File: src/include/rx_per_channel_ctrl_params.svh
// Contract
// [RULE1] Channel byte functions act only with the function enable set; otherwise bypass.
// [RULE2] Indirect select resets to 0; software sets it before any indirect access.
// [RULE3] Busy reads 1 while an access is pending, drops on a clock edge after.
// [RULE4] Host polls busy until 0 before starting the next indirect access.
// [RULE5] An indirect access completes within 640 ns of its start.
// [RULE6] Writing address/control starts an access at the seven-bit address given.
// [RULE7] Direction bit 1 requests a read, 0 requests a write.
// [RULE8] Host loads the data buffer before writing the address with direction 0.
// [RULE9] A read places the addressed byte in the data buffer within 640 ns.
// [RULE10] Map holds 24 control, 24 data trunk, 24 signalling bytes from 01h.
// [RULE11] Full inversion complements every bit of the channel byte.
// [RULE12] Sign inversion complements only the channel byte's most significant bit.
// [RULE13] Both inversions together complement all bits except the most significant.
// [RULE14] Data trunk select replaces the channel byte with the stored trunk byte.
// [RULE15] Milliwatt select replaces the channel byte with the milliwatt pattern.
// [RULE16] Milliwatt beats trunk conditioning, which beats any inversion.
// [RULE17] Channel functions do not depend on the framing format.
// [RULE18] Trunk byte leaves most significant bit first, least significant last.
// [RULE19] Signalling trunk select puts the stored four-bit code in the low nibble.
`ifndef RX_PER_CHANNEL_CTRL_PARAMS_SVH
`define RX_PER_CHANNEL_CTRL_PARAMS_SVH

`define OFS_PER_CHANNEL_CONFIG       8'h50
`define OFS_INDIRECT_ACCESS_STATUS   8'h51
`define OFS_INDIRECT_ADDRESS_CONTROL 8'h52
`define OFS_INDIRECT_DATA_BUFFER     8'h53

`define BIT_FUNC_ENABLE   0
`define BIT_INDIRECT_SEL  1
`define BIT_BUSY          7
`define BIT_READ_NOT_WRITE 7

`define CTL_FULL_INVERT   7
`define CTL_DATA_TRUNK    6
`define CTL_MILLIWATT     5
`define CTL_SIGN_FLIP     4
`define SIG_TRUNK_SELECT  7

`define MAP_PCM_BASE      7'h01
`define MAP_DTRK_BASE     7'h19
`define MAP_STRK_BASE     7'h31
`define MAP_LAST          7'h48

`define RESET_CONFIG      8'h00
`define RESET_ADDR_CTRL   8'h00
`define RESET_DATA_BUF    8'h00
`define RESET_MAP_BYTE    8'h00

`define CLOCK_MHZ         40
`define ACCESS_MAX_NS     640
`define ACCESS_MAX_CYCLES ((`ACCESS_MAX_NS * `CLOCK_MHZ) / 1000)
`define ACCESS_WAIT_CYCLES 4

`endif

File: src/include/rx_per_channel_ctrl_pkg.sv
package rx_per_channel_ctrl_pkg;

    typedef enum logic [1:0] {
        ST_IDLE,
        ST_WAIT,
        ST_DONE
    } access_state_t;

    typedef logic [7:0] reg_byte_t;
    typedef logic [6:0] map_addr_t;

endpackage : rx_per_channel_ctrl_pkg

File: src/core/rx_per_channel_ctrl.sv
`timescale 1ns/100ps
module rx_per_channel_ctrl
    import rx_per_channel_ctrl_pkg::*;
#(
    parameter int        NUM_CHAN  = 24,
    parameter reg_byte_t MW_BYTE_0 = 8'h1e,
    parameter reg_byte_t MW_BYTE_1 = 8'h0b,
    parameter reg_byte_t MW_BYTE_2 = 8'h0b,
    parameter reg_byte_t MW_BYTE_3 = 8'h1e,
    parameter reg_byte_t MW_BYTE_4 = 8'h9e,
    parameter reg_byte_t MW_BYTE_5 = 8'h8b,
    parameter reg_byte_t MW_BYTE_6 = 8'h8b,
    parameter reg_byte_t MW_BYTE_7 = 8'h9e
)
(
    input  wire logic       i_clock,
    input  wire logic       i_reset_n,
    input  wire logic [7:0] i_bus_addr,
    input  wire logic       i_bus_wr,
    input  wire logic       i_bus_rd,
    input  wire reg_byte_t  i_bus_wdata,
    output reg_byte_t       o_bus_rdata,
    input  wire logic       i_bit_strobe,
    input  wire logic       i_frame_bit,
    input  wire logic       i_rx_pcm,
    input  wire logic       i_rx_sig,
    output logic            o_backplane_rx_pcm_out,
    output logic            o_backplane_rx_sig_out,
    output logic            o_access_busy
);
    `include "rx_per_channel_ctrl_params.svh"

    // reset image of the configuration byte
    localparam reg_byte_t CONFIG_RESET = `RESET_CONFIG;

    // register file state
    logic            per_channel_func_enable;
    logic            indirect_access_select;
    reg_byte_t       indirect_address_control;
    reg_byte_t       indirect_data_buffer;
    logic            busy;

    // indirect access engine
    access_state_t   state;
    access_state_t   next_state;
    logic [4:0]      wait_count;
    map_addr_t       acc_addr;
    logic            acc_read;
    logic            acc_valid;
    logic [1:0]      acc_bank;
    logic [4:0]      acc_offset;
    reg_byte_t       acc_rdata;
    logic            acc_finish;
    logic            mem_write;
    logic            read_done;

    // control memory, one bank per map region
    reg_byte_t       ctl_mem   [0:NUM_CHAN-1];
    reg_byte_t       trunk_mem [0:NUM_CHAN-1];
    reg_byte_t       sig_mem   [0:NUM_CHAN-1];

    // stream position
    logic [2:0]      bit_pos;
    logic [4:0]      chan;
    logic [2:0]      mw_phase;
    logic            chan_ok;
    reg_byte_t       ctl_byte;
    reg_byte_t       trunk_byte;
    reg_byte_t       sig_byte;
    reg_byte_t       mw_byte;
    logic            proc_pcm;
    logic            proc_sig;

    // bus decode
    logic            wr_config;
    logic            wr_addr_ctrl;
    logic            wr_data_buf;
    logic            start_access;
    reg_byte_t       next_bus_rdata;

    always_comb begin
        wr_config    = 1'b0;
        wr_addr_ctrl = 1'b0;
        wr_data_buf  = 1'b0;
        if (i_bus_wr) begin
            if (i_bus_addr == `OFS_PER_CHANNEL_CONFIG) begin
                wr_config = 1'b1;
            end else if (i_bus_addr == `OFS_INDIRECT_ADDRESS_CONTROL) begin
                wr_addr_ctrl = 1'b1;
            end else if (i_bus_addr == `OFS_INDIRECT_DATA_BUFFER) begin
                wr_data_buf = 1'b1;
            end
        end
    end

    // a request is refused while indirect access is disabled or one is pending
    assign start_access = wr_addr_ctrl && indirect_access_select && !busy; // [RULE2] [RULE6]

    always_ff @(posedge i_clock or negedge i_reset_n) begin
        if (!i_reset_n) begin
            per_channel_func_enable <= CONFIG_RESET[`BIT_FUNC_ENABLE];
            indirect_access_select  <= CONFIG_RESET[`BIT_INDIRECT_SEL]; // [RULE2]
        end else if (wr_config) begin
            per_channel_func_enable <= i_bus_wdata[`BIT_FUNC_ENABLE];
            indirect_access_select  <= i_bus_wdata[`BIT_INDIRECT_SEL];
        end
    end

    always_ff @(posedge i_clock or negedge i_reset_n) begin
        if (!i_reset_n) begin
            indirect_address_control <= `RESET_ADDR_CTRL;
        end else if (wr_addr_ctrl && !busy) begin
            indirect_address_control <= i_bus_wdata;
        end
    end

    // completion of a read wins over a host write in the same cycle
    always_ff @(posedge i_clock or negedge i_reset_n) begin
        if (!i_reset_n) begin
            indirect_data_buffer <= `RESET_DATA_BUF;
        end else if (read_done) begin
            indirect_data_buffer <= acc_rdata; // [RULE9]
        end else if (wr_data_buf) begin
            indirect_data_buffer <= i_bus_wdata; // [RULE8]
        end
    end

    // access sequencer
    always_comb begin
        next_state = state;
        case (state)
            ST_IDLE: begin
                if (start_access) begin
                    next_state = ST_WAIT;
                end
            end
            ST_WAIT: begin
                if (wait_count == 5'h00) begin
                    next_state = ST_DONE;
                end
            end
            ST_DONE: begin
                next_state = ST_IDLE;
            end
            default: begin
                next_state = ST_IDLE;
            end
        endcase
    end

    always_ff @(posedge i_clock or negedge i_reset_n) begin
        if (!i_reset_n) begin
            state <= ST_IDLE;
        end else begin
            state <= next_state;
        end
    end

    always_ff @(posedge i_clock or negedge i_reset_n) begin
        if (!i_reset_n) begin
            wait_count <= 5'h00;
        end else if (start_access) begin
            wait_count <= 5'(`ACCESS_WAIT_CYCLES - 1); // [RULE5]
        end else if (state == ST_WAIT && wait_count != 5'h00) begin
            wait_count <= wait_count - 5'h01;
        end
    end

    always_ff @(posedge i_clock or negedge i_reset_n) begin
        if (!i_reset_n) begin
            acc_addr <= 7'h00;
            acc_read <= 1'b0;
        end else if (start_access) begin
            acc_addr <= i_bus_wdata[6:0]; // [RULE6]
            acc_read <= i_bus_wdata[`BIT_READ_NOT_WRITE]; // [RULE7]
        end
    end

    // busy clears on the same edge that performs the access
    always_ff @(posedge i_clock or negedge i_reset_n) begin
        if (!i_reset_n) begin
            busy <= 1'b0;
        end else if (start_access) begin
            busy <= 1'b1; // [RULE3]
        end else if (acc_finish) begin
            busy <= 1'b0; // [RULE3]
        end
    end

    assign acc_finish = (state == ST_DONE);
    assign read_done  = acc_finish && acc_read;
    assign mem_write  = acc_finish && !acc_read;

    // address 00h and anything past 48h map to nothing; bank 3 marks them
    always_comb begin
        acc_bank   = 2'h3;
        acc_offset = 5'h00;
        if (acc_addr < `MAP_PCM_BASE) begin
            acc_bank = 2'h3;
        end else if (acc_addr < `MAP_DTRK_BASE) begin
            acc_bank   = 2'h0; // [RULE10]
            acc_offset = 5'(acc_addr - `MAP_PCM_BASE);
        end else if (acc_addr < `MAP_STRK_BASE) begin
            acc_bank   = 2'h1; // [RULE10]
            acc_offset = 5'(acc_addr - `MAP_DTRK_BASE);
        end else if (acc_addr <= `MAP_LAST) begin
            acc_bank   = 2'h2; // [RULE10]
            acc_offset = 5'(acc_addr - `MAP_STRK_BASE);
        end
    end

    assign acc_valid = (acc_bank != 2'h3);

    always_comb begin
        acc_rdata = 8'h00;
        if (acc_bank == 2'h0) begin
            acc_rdata = ctl_mem[acc_offset];
        end else if (acc_bank == 2'h1) begin
            acc_rdata = trunk_mem[acc_offset];
        end else if (acc_bank == 2'h2) begin
            acc_rdata = sig_mem[acc_offset];
        end
    end

    // writes outside the map are dropped
    always_ff @(posedge i_clock or negedge i_reset_n) begin
        if (!i_reset_n) begin
            for (int i = 0; i < NUM_CHAN; i++) begin
                ctl_mem[i]   <= `RESET_MAP_BYTE;
                trunk_mem[i] <= `RESET_MAP_BYTE;
                sig_mem[i]   <= `RESET_MAP_BYTE;
            end
        end else if (mem_write && acc_valid) begin
            if (acc_bank == 2'h0) begin
                ctl_mem[acc_offset] <= indirect_data_buffer; // [RULE7] [RULE10]
            end else if (acc_bank == 2'h1) begin
                trunk_mem[acc_offset] <= indirect_data_buffer; // [RULE7] [RULE10]
            end else if (acc_bank == 2'h2) begin
                sig_mem[acc_offset] <= indirect_data_buffer; // [RULE7] [RULE10]
            end
        end
    end

    // register read port
    always_comb begin
        next_bus_rdata = 8'h00;
        if (i_bus_addr == `OFS_PER_CHANNEL_CONFIG) begin
            next_bus_rdata = {6'h00, indirect_access_select, per_channel_func_enable};
        end else if (i_bus_addr == `OFS_INDIRECT_ACCESS_STATUS) begin
            next_bus_rdata = {busy, 7'h00}; // [RULE3]
        end else if (i_bus_addr == `OFS_INDIRECT_ADDRESS_CONTROL) begin
            next_bus_rdata = indirect_address_control;
        end else if (i_bus_addr == `OFS_INDIRECT_DATA_BUFFER) begin
            next_bus_rdata = indirect_data_buffer;
        end
    end

    // read data holds until the next read strobe
    always_ff @(posedge i_clock or negedge i_reset_n) begin
        if (!i_reset_n) begin
            o_bus_rdata <= 8'h00;
        end else if (i_bus_rd) begin
            o_bus_rdata <= next_bus_rdata;
        end
    end

    assign o_access_busy = busy;

    // stream position: frame bit restarts channel 1 and steps the milliwatt phase
    always_ff @(posedge i_clock or negedge i_reset_n) begin
        if (!i_reset_n) begin
            bit_pos <= 3'h0;
            chan    <= 5'h00;
        end else if (i_bit_strobe) begin
            if (i_frame_bit) begin
                bit_pos <= 3'h0;
                chan    <= 5'h00;
            end else begin
                bit_pos <= bit_pos + 3'h1;
                if (bit_pos == 3'h7 && chan_ok) begin
                    chan <= chan + 5'h01;
                end
            end
        end
    end

    always_ff @(posedge i_clock or negedge i_reset_n) begin
        if (!i_reset_n) begin
            mw_phase <= 3'h0;
        end else if (i_bit_strobe && i_frame_bit) begin
            mw_phase <= mw_phase + 3'h1;
        end
    end

    // extra bits before the next frame bit pass untouched
    assign chan_ok = (chan < 5'(NUM_CHAN));

    always_comb begin
        ctl_byte   = 8'h00;
        trunk_byte = 8'h00;
        sig_byte   = 8'h00;
        if (chan_ok) begin
            ctl_byte   = ctl_mem[chan];
            trunk_byte = trunk_mem[chan];
            sig_byte   = sig_mem[chan];
        end
    end

    always_comb begin
        case (mw_phase)
            3'h0: mw_byte = MW_BYTE_0;
            3'h1: mw_byte = MW_BYTE_1;
            3'h2: mw_byte = MW_BYTE_2;
            3'h3: mw_byte = MW_BYTE_3;
            3'h4: mw_byte = MW_BYTE_4;
            3'h5: mw_byte = MW_BYTE_5;
            3'h6: mw_byte = MW_BYTE_6;
            default: mw_byte = MW_BYTE_7;
        endcase
    end

    pcm_bit_proc u_bit_proc (
        .i_bit_pos    (bit_pos),
        .i_pcm_bit    (i_rx_pcm),
        .i_sig_bit    (i_rx_sig),
        .i_func_en    (per_channel_func_enable && chan_ok && !i_frame_bit),
        .i_ctl_byte   (ctl_byte),
        .i_trunk_byte (trunk_byte),
        .i_sig_byte   (sig_byte),
        .i_mw_byte    (mw_byte),
        .o_pcm_bit    (proc_pcm),
        .o_sig_bit    (proc_sig)
    );

    always_ff @(posedge i_clock or negedge i_reset_n) begin
        if (!i_reset_n) begin
            o_backplane_rx_pcm_out <= 1'b0;
            o_backplane_rx_sig_out <= 1'b0;
        end else if (i_bit_strobe) begin
            o_backplane_rx_pcm_out <= proc_pcm; // [RULE1] [RULE17]
            o_backplane_rx_sig_out <= proc_sig; // [RULE1]
        end
    end

endmodule : rx_per_channel_ctrl

File: src/core/pcm_bit_proc.sv
`timescale 1ns/100ps
module pcm_bit_proc
    import rx_per_channel_ctrl_pkg::*;
(
    input  wire logic [2:0] i_bit_pos,
    input  wire logic       i_pcm_bit,
    input  wire logic       i_sig_bit,
    input  wire logic       i_func_en,
    input  wire reg_byte_t  i_ctl_byte,
    input  wire reg_byte_t  i_trunk_byte,
    input  wire reg_byte_t  i_sig_byte,
    input  wire reg_byte_t  i_mw_byte,
    output logic            o_pcm_bit,
    output logic            o_sig_bit
);
    `include "rx_per_channel_ctrl_params.svh"

    logic       is_msb;
    logic [2:0] sel;
    logic       flip;

    // position 0 is the first bit out, the msb
    assign is_msb = (i_bit_pos == 3'h0);
    assign sel    = 3'h7 - i_bit_pos;

    // one flip term covers full, sign and magnitude inversion
    assign flip = i_ctl_byte[`CTL_FULL_INVERT] ^ (i_ctl_byte[`CTL_SIGN_FLIP] & is_msb); // [RULE11] [RULE12] [RULE13]

    always_comb begin
        o_pcm_bit = i_pcm_bit;
        o_sig_bit = i_sig_bit;
        if (i_func_en) begin // [RULE1] [RULE17]
            if (i_ctl_byte[`CTL_MILLIWATT]) begin // [RULE16]
                o_pcm_bit = i_mw_byte[sel]; // [RULE15]
            end else if (i_ctl_byte[`CTL_DATA_TRUNK]) begin // [RULE16]
                o_pcm_bit = i_trunk_byte[sel]; // [RULE14] [RULE18]
            end else begin
                o_pcm_bit = i_pcm_bit ^ flip;
            end
            if (i_sig_byte[`SIG_TRUNK_SELECT] && i_bit_pos[2]) begin
                o_sig_bit = i_sig_byte[sel]; // [RULE19]
            end
        end
    end

endmodule : pcm_bit_proc

File: config.mk
export PLATFORM = sky130hd
export DESIGN_NAME = rx_per_channel_ctrl
export DESIGN_NICKNAME = d
export VERILOG_FILES = /design/src/include/rx_per_channel_ctrl_pkg.sv /design/src/core/rx_per_channel_ctrl.sv /design/src/core/pcm_bit_proc.sv
export VERILOG_INCLUDE_DIRS = /design/src /design/src/include
export SDC_FILE = /design/constraint.sdc
export NUM_CORES = 1
export LEC_CHECK = 0
export BUFFER_PORTS_ARGS = -buffer_cell sky130_fd_sc_hd__buf_2
export CORE_MARGIN = 2
export CORE_UTILIZATION = 43
export DETAILED_ROUTE_END_ITERATION = 8
export PLACE_DENSITY = 0.63
export SETUP_SLACK_MARGIN = 0.02
export SLEW_MARGIN = 20
export SYNTH_ARGS = -nofsm -noshare
export SYNTH_HDL_FRONTEND = slang
export SYNTH_SLANG_ARGS = --single-unit
File: constraint.sdc
create_clock -name i_clock -period 3.6 [get_ports i_clock]
set_clock_uncertainty 0.1 [all_clocks]
set_input_delay 0.54 -clock i_clock [delete_from_list [all_inputs] [get_ports i_clock]]
set_output_delay 0.54 -clock i_clock [all_outputs]
set_load 0.02 [all_outputs]
# Word level (Yosys, flattened, before mapping)
# Index checks and enable logic that the tools add are counted.
# classes
multipliers	0
eq_ne	17
n_bitwise	7
shifts	0
n_reduce_logical	34
order_cmp	9
addsub	8
mux	74
n_div	0
# ops
operator	count
bitwise mux 192 bit	3
binary-select mux 8 bit (select 5 bit)	6
two-way mux 8 bit	25
demux 8 bit (select 5 bit)	1
two-way mux 5 bit	8
equality test 8 x 7 -> 1 bit, second input constant	4
case mux 8 bit (3 select lines)	1
two-way mux 1 bit	20
logical AND 1 bit	13
>= comparator 6 bit, second input constant	2
inverter 5 -> 6 bit	2
two-way mux 2 bit	5
subtractor 5 x 1 -> 5 bit, second input constant	2
subtractor 5 bit, second input constant	2
binary-select mux 1 bit (select 3 bit)	3
equality test 3 bit, second input constant	3
nonzero test 2 bit	4
<= comparator 7 bit, second input constant	1
less-than comparator 7 x 1 -> 1 bit, second input constant	1
less-than comparator 7 x 5 -> 1 bit, second input constant	1
less-than comparator 7 x 6 -> 1 bit, second input constant	1
adder 3 x 1 -> 3 bit, second input constant	2
equality test 3 x 2 -> 1 bit, second input constant	2
logical NOT 3 bit	2
other kinds (22)	35
# word_totals
mem_bits_rw	0
mem_bits_ro	0
out_inout_bits	11
latchBits	0
memories	0
reg_bits	631

# Depth between registers and ports, before layout
# logic_depth
depth_word	13
mapped_depth	17

# Modules after synthesis
# A second synthesis with hierarchy kept.
# unflattened
cells_unflattened	2693
hier_area_um2	34157.8
# by_module_without_submodules
mod	cells_each	area_per_inst_um2	instances
rx_per_channel_ctrl	2674	33917.5	1
pcm_bit_proc	19	240.2	1

# Worst setup path before layout
# No wires, ideal clock.
# synth_timing
path_kind	register -> register
start	reg acc_addr[0]
end	reg indirect_data_buffer[0]
n_path_buf	5
path_slack_ns	-0.125
t_arrival_ns	3.483
required_time_ns	3.358
synth_period_minus_slack_ns	3.725
path_stages_with_launch	16
setup_time_ns	0.142
cell_sequence	dfrtp_1 -> buf_2 -> inv_1 -> clkbuf_1 -> clkbuf_1 -> ha_1 -> and2b_1 -> buf_4 -> a2bb2oi_1 -> o32a_1 -> nand2_2 -> nand2_1 -> buf_2 -> o22ai_1 -> o41ai_1 -> a22oi_1
# synth_between
elab_chain_len	13
# synth_lines
element	line	source
from (decl)	rx_per_channel_ctrl.sv:47	map_addr_t acc_addr;
from (signal assigned)	rx_per_channel_ctrl.sv:174	acc_addr <= i_bus_wdata[6:0];
<= comparator 7 bit (no line) / subtractor 5 bit (equally long branches)	-	
two-way mux 5 bit	rx_per_channel_ctrl.sv:206	end else if (acc_addr <= `MAP_LAST) begin
two-way mux 5 bit	rx_per_channel_ctrl.sv:203	end else if (acc_addr < `MAP_STRK_BASE) begin
two-way mux 5 bit	rx_per_channel_ctrl.sv:200	end else if (acc_addr < `MAP_DTRK_BASE) begin
two-way mux 5 bit	rx_per_channel_ctrl.sv:198	if (acc_addr < `MAP_PCM_BASE) begin
inverter 5 -> 6 bit (implied by the code)	rx_per_channel_ctrl.sv:217, rx_per_channel_ctrl.sv:219, rx_per_channel_ctrl.sv:221	
binary-select mux 8 bit (select 5 bit)	rx_per_channel_ctrl.sv:221	acc_rdata = sig_mem[acc_offset];
two-way mux 8 bit (implied by the code) (2 in a row)	rx_per_channel_ctrl.sv:221	
two-way mux 8 bit	rx_per_channel_ctrl.sv:220	end else if (acc_bank == 2'h2) begin
two-way mux 8 bit	rx_per_channel_ctrl.sv:218	end else if (acc_bank == 2'h1) begin
two-way mux 8 bit (*)	rx_per_channel_ctrl.sv:216	if (acc_bank == 2'h0) begin
two-way mux 8 bit (*)	rx_per_channel_ctrl.sv:121	end else if (read_done) begin
to (signal assigned)	rx_per_channel_ctrl.sv:120	indirect_data_buffer <= `RESET_DATA_BUF;
to (signal assigned)	rx_per_channel_ctrl.sv:122	indirect_data_buffer <= acc_rdata;
to (signal assigned)	rx_per_channel_ctrl.sv:124	indirect_data_buffer <= i_bus_wdata;
to (decl)	rx_per_channel_ctrl.sv:40	reg_byte_t indirect_data_buffer;
# Every way passes the cells marked *; elsewhere a longest branch is shown, timed or not. The select of a mux whose other input is x is not followed.
# A chain may end at the register's enable or synchronous reset.

# Worst setup path after layout
# layout_timing
start	reg acc_addr[0]
end	reg indirect_data_buffer[1]
# Same word-level chain as after synthesis.

==> reports/qor.yml <==
synthesis:
  yosysSeqAreaShare_pct: 47.1
  synth-simple-area-share_pct: 8.80
  syn-cell-area_mm2: 0.0335
  synth_top_area_share_pct: 47.1
  synth_compound_area_share_pct: 11.9
  ys_types: 90
  synthAdderAreaFrac_pct: 0.448
  yosysWarnings: 0
  avgSynthCellArea_um2: 12.3
  synth_top_family_by_area: "multiplexers"
  synth.area.top_cells: "dfrtp_1, mux2_2, mux4_2"
  syn_nets: 2770
  synth_cells: 2734
  synth_edf_count: 0
  synth_xor_area_share_pct: 0.340
  synth_top_cell_by_area: "dfrtp_1"
  async_flop_share_pct: 100
  synthMuxAreaShare_pct: 28.0
  ys_seq_elements: 631
  ys.flop_type: "dfrtp_1"
placement:
  dpl.hpwl_um: 81600
  place_area_mm2: 0.0366
  dp_cells: 3830
  port_buffers: 34
  routabilityCongestion: 0.972
  preCtsSetupSlack_ps: -419
timing:
  drv_slew: 0
  slew_headroom_pct: 20.8
  fmax_mhz: 286
  finalHoldViolCount: 0
  worstMarginPinSlew_ps: 1190
  layout_min_cycle_time_ps: 3490
  period_share_pct: 97.1
  worst_hold_slack_ps: 95.5
  setup_slack_ps: 105
  fin_setup_tns_ps: 0
  rsz0062_at_grt: "yes"
  setup_viol: 0
clock_tree:
  htree_levels: 3
  cts_tree: "done"
  insertion_delay_ps: 630
  clock-sinks: 631
  cts_buffers: 72
  cts_root_buf: "clkbuf_16"
  clkTransAtPathRegs_ps: 60
  clockBufferDepth: 3
die:
  core_area_mm2: 0.0773
  ioPinCount: 35
  die_x_um: 283
  dieArea_mm2: 0.0802
  initial_utilization_pct: 43.3
  rows: 102
  fp.dieH_um: 283
run:
  cap_violations: 0
pwr:
  ir_worst_vdd_uv: 307
  p_int_uw: 11900
  seqPwrFrac_pct: 45.9
  p_comb_share_pct: 7.1
  powerDensity_mw_per_mm2: 406
  switching_share_pct: 24.8
  p_clk_share_pct: 47.0
  p_leak_uw: 0.0177
  switching_power_uw: 3940
final_layout:
  diodes: 0
  stdcell_count: 3956
  final_cell_mix: "dfrtp_1, mux2_2, buf_4"
  drive_gt1_share_pct: 42.5
  final_area_mm2: 0.0391
  syn_to_final_growth_pct: 16.7
  nets: 2902
  final_common_cell: "dfrtp_1"
  n_fill_cell: 6778
worst_setup_path:
  crit_type: "flop to flop"
  worstPathRequired_ps: 3980
  cp-start-kind: "flop"
  critPathCaptureType: "flop"
  cp_max_fo: 43
  worst_ep_arrival_time_ps: 3880
routing:
  drc: 0
  wire_per_inst_um: 29.9
  drt_iter0_markers: 3178
  drtPass1Iterations: 6
  postRouteAntennaNets: 0
  via_count: 25700
  vias_per_cell: 6.50
  drt-total-wl_um: 118000
global_routing:
  overflow: 0
  grt_pass1_vias: 26300
  antenna_found_initial: 0
  grt_pass1_wl_um: 177000
  grt_max_degree: 107
  grt_usage_pct: 29.1
min_path:
  hold_class: "input pin to flop"
run_status:
  status: "finished clean"
## layer usage
layer  share of wire, %  global-route usage, %
met5                  0                      0
met2                 45                   44.9
met3                8.6                   6.19
met1                 41                   39.8
met4                4.7                   12.7
## metrics by stage
step,utilization [%],total power [uW]
global route,50.6,16300
finish,50.6,15900
global placement,47.3,8490
detailed placement,47.3,8520
floorplan,-,7930
CTS,50.5,16000
## timing repair
| item | in CTS | in global routing |
|---|---|---|
| resized for setup | 12 | 21 |
| cloned | 0 | 0 |
| setup buffers | 0 | 1 |
| pin swaps | 1 | 1 |
| endpoints found under the hold margin | 60 | 0 |
| endpoints found under the setup margin | 8 | 122 |
| hold buffers | 1 | 0 |
## cells in the mapped netlist, types with 25 or more instances
master,instances
nand4_1,28
mux4_2,84
mux2i_1,66
inv_1,30
o21ai_0,71
nor2_4,47
nand2b_1,25
o22ai_1,98
nor3_1,33
nand2_1,147
a22oi_1,51
buf_2,61
a21oi_1,62
clkbuf_1,133
nor2_1,71
mux2_2,607
dfrtp_1,631
## critical path, cell delays in order, from the launching register on
cell and delay [ps]:
dfrtp_2 390, clkbuf_8 380, o21ai_0 200, o32a_1 240, or4_4 490, nand4_1 100, buf_4 200, buf_4 250
a21oi_1 60, or3_1 430, o31ai_4 380, a22oi_1 110
## layout make-up
type,instances,area [um2],share of cell area [%]
tap,1040,1300,3.33
sequential,631,15800,40.4
multi-input combinational,1842,16800,42.9
clock inverter,16,154,0.394
inverter,32,120,0.307
timing repair buffer,287,2710,6.92
clock buffer,108,2240,5.73
## power groups by stage
stage	clock [uW]	combinational, uW	sequential, uW
5_1_grt	7860	1190	7290
6_report	7470	1120	7290
3_5_place_dp	0	1110	7410
3_3_place_gp	0	1090	7410
2_1_floorplan	0	643	7290
4_1_cts	7590	1110	7290
## final timing paths
kind                                         start                             endpoint  slack, ps  cells past startpoint
setup / recovery           acc_addr[0]$_DFFE_PN0P_  indirect_data_buffer[1]$_DFFE_PN0P_        110                     11
hold / removal                      i_bus_wdata[1]              acc_addr[1]$_DFFE_PN0P_        100                      3
setup reg to reg           acc_addr[0]$_DFFE_PN0P_  indirect_data_buffer[1]$_DFFE_PN0P_        110                     11
hold reg to reg               state[1]$_DFFE_PN0P_                 state[0]$_DFFE_PN0P_        390                      1
max in group asynchronous                i_reset_n              sig_mem[77]$_DFFE_PN0P_       1950                      3
min in group asynchronous                i_reset_n               ctl_mem[7]$_DFFE_PN0P_        440                      2
## sequential cells by signal, indices dropped and copies added, names as in the netlist
| name | cells |
|---|---|
| acc_addr | 7 |
| acc_read | 1 |
| bit_pos | 3 |
| chan | 5 |
| ctl_mem | 192 |
| indirect_access_select | 1 |
| indirect_address_control | 8 |
| indirect_data_buffer | 8 |
| mw_phase | 3 |
| o_access_busy | 1 |
| o_backplane_rx_pcm_out | 1 |
| o_backplane_rx_sig_out | 1 |
| o_bus_rdata | 8 |
| per_channel_func_enable | 1 |
| sig_mem | 192 |
| state | 2 |
| trunk_mem | 192 |
| wait_count | 5 |
## logic make-up (layout without fill, tap and decap cells)
group	count (synthesis)	in the layout
compound gates	556	556
buf+inv	261	443
xor+xnor	13	13
simple gates	504	504
flops	631	631
mux	757	757
fa+ha+maj	12	12
Note: power is estimated with default switching activity, not from simulation.
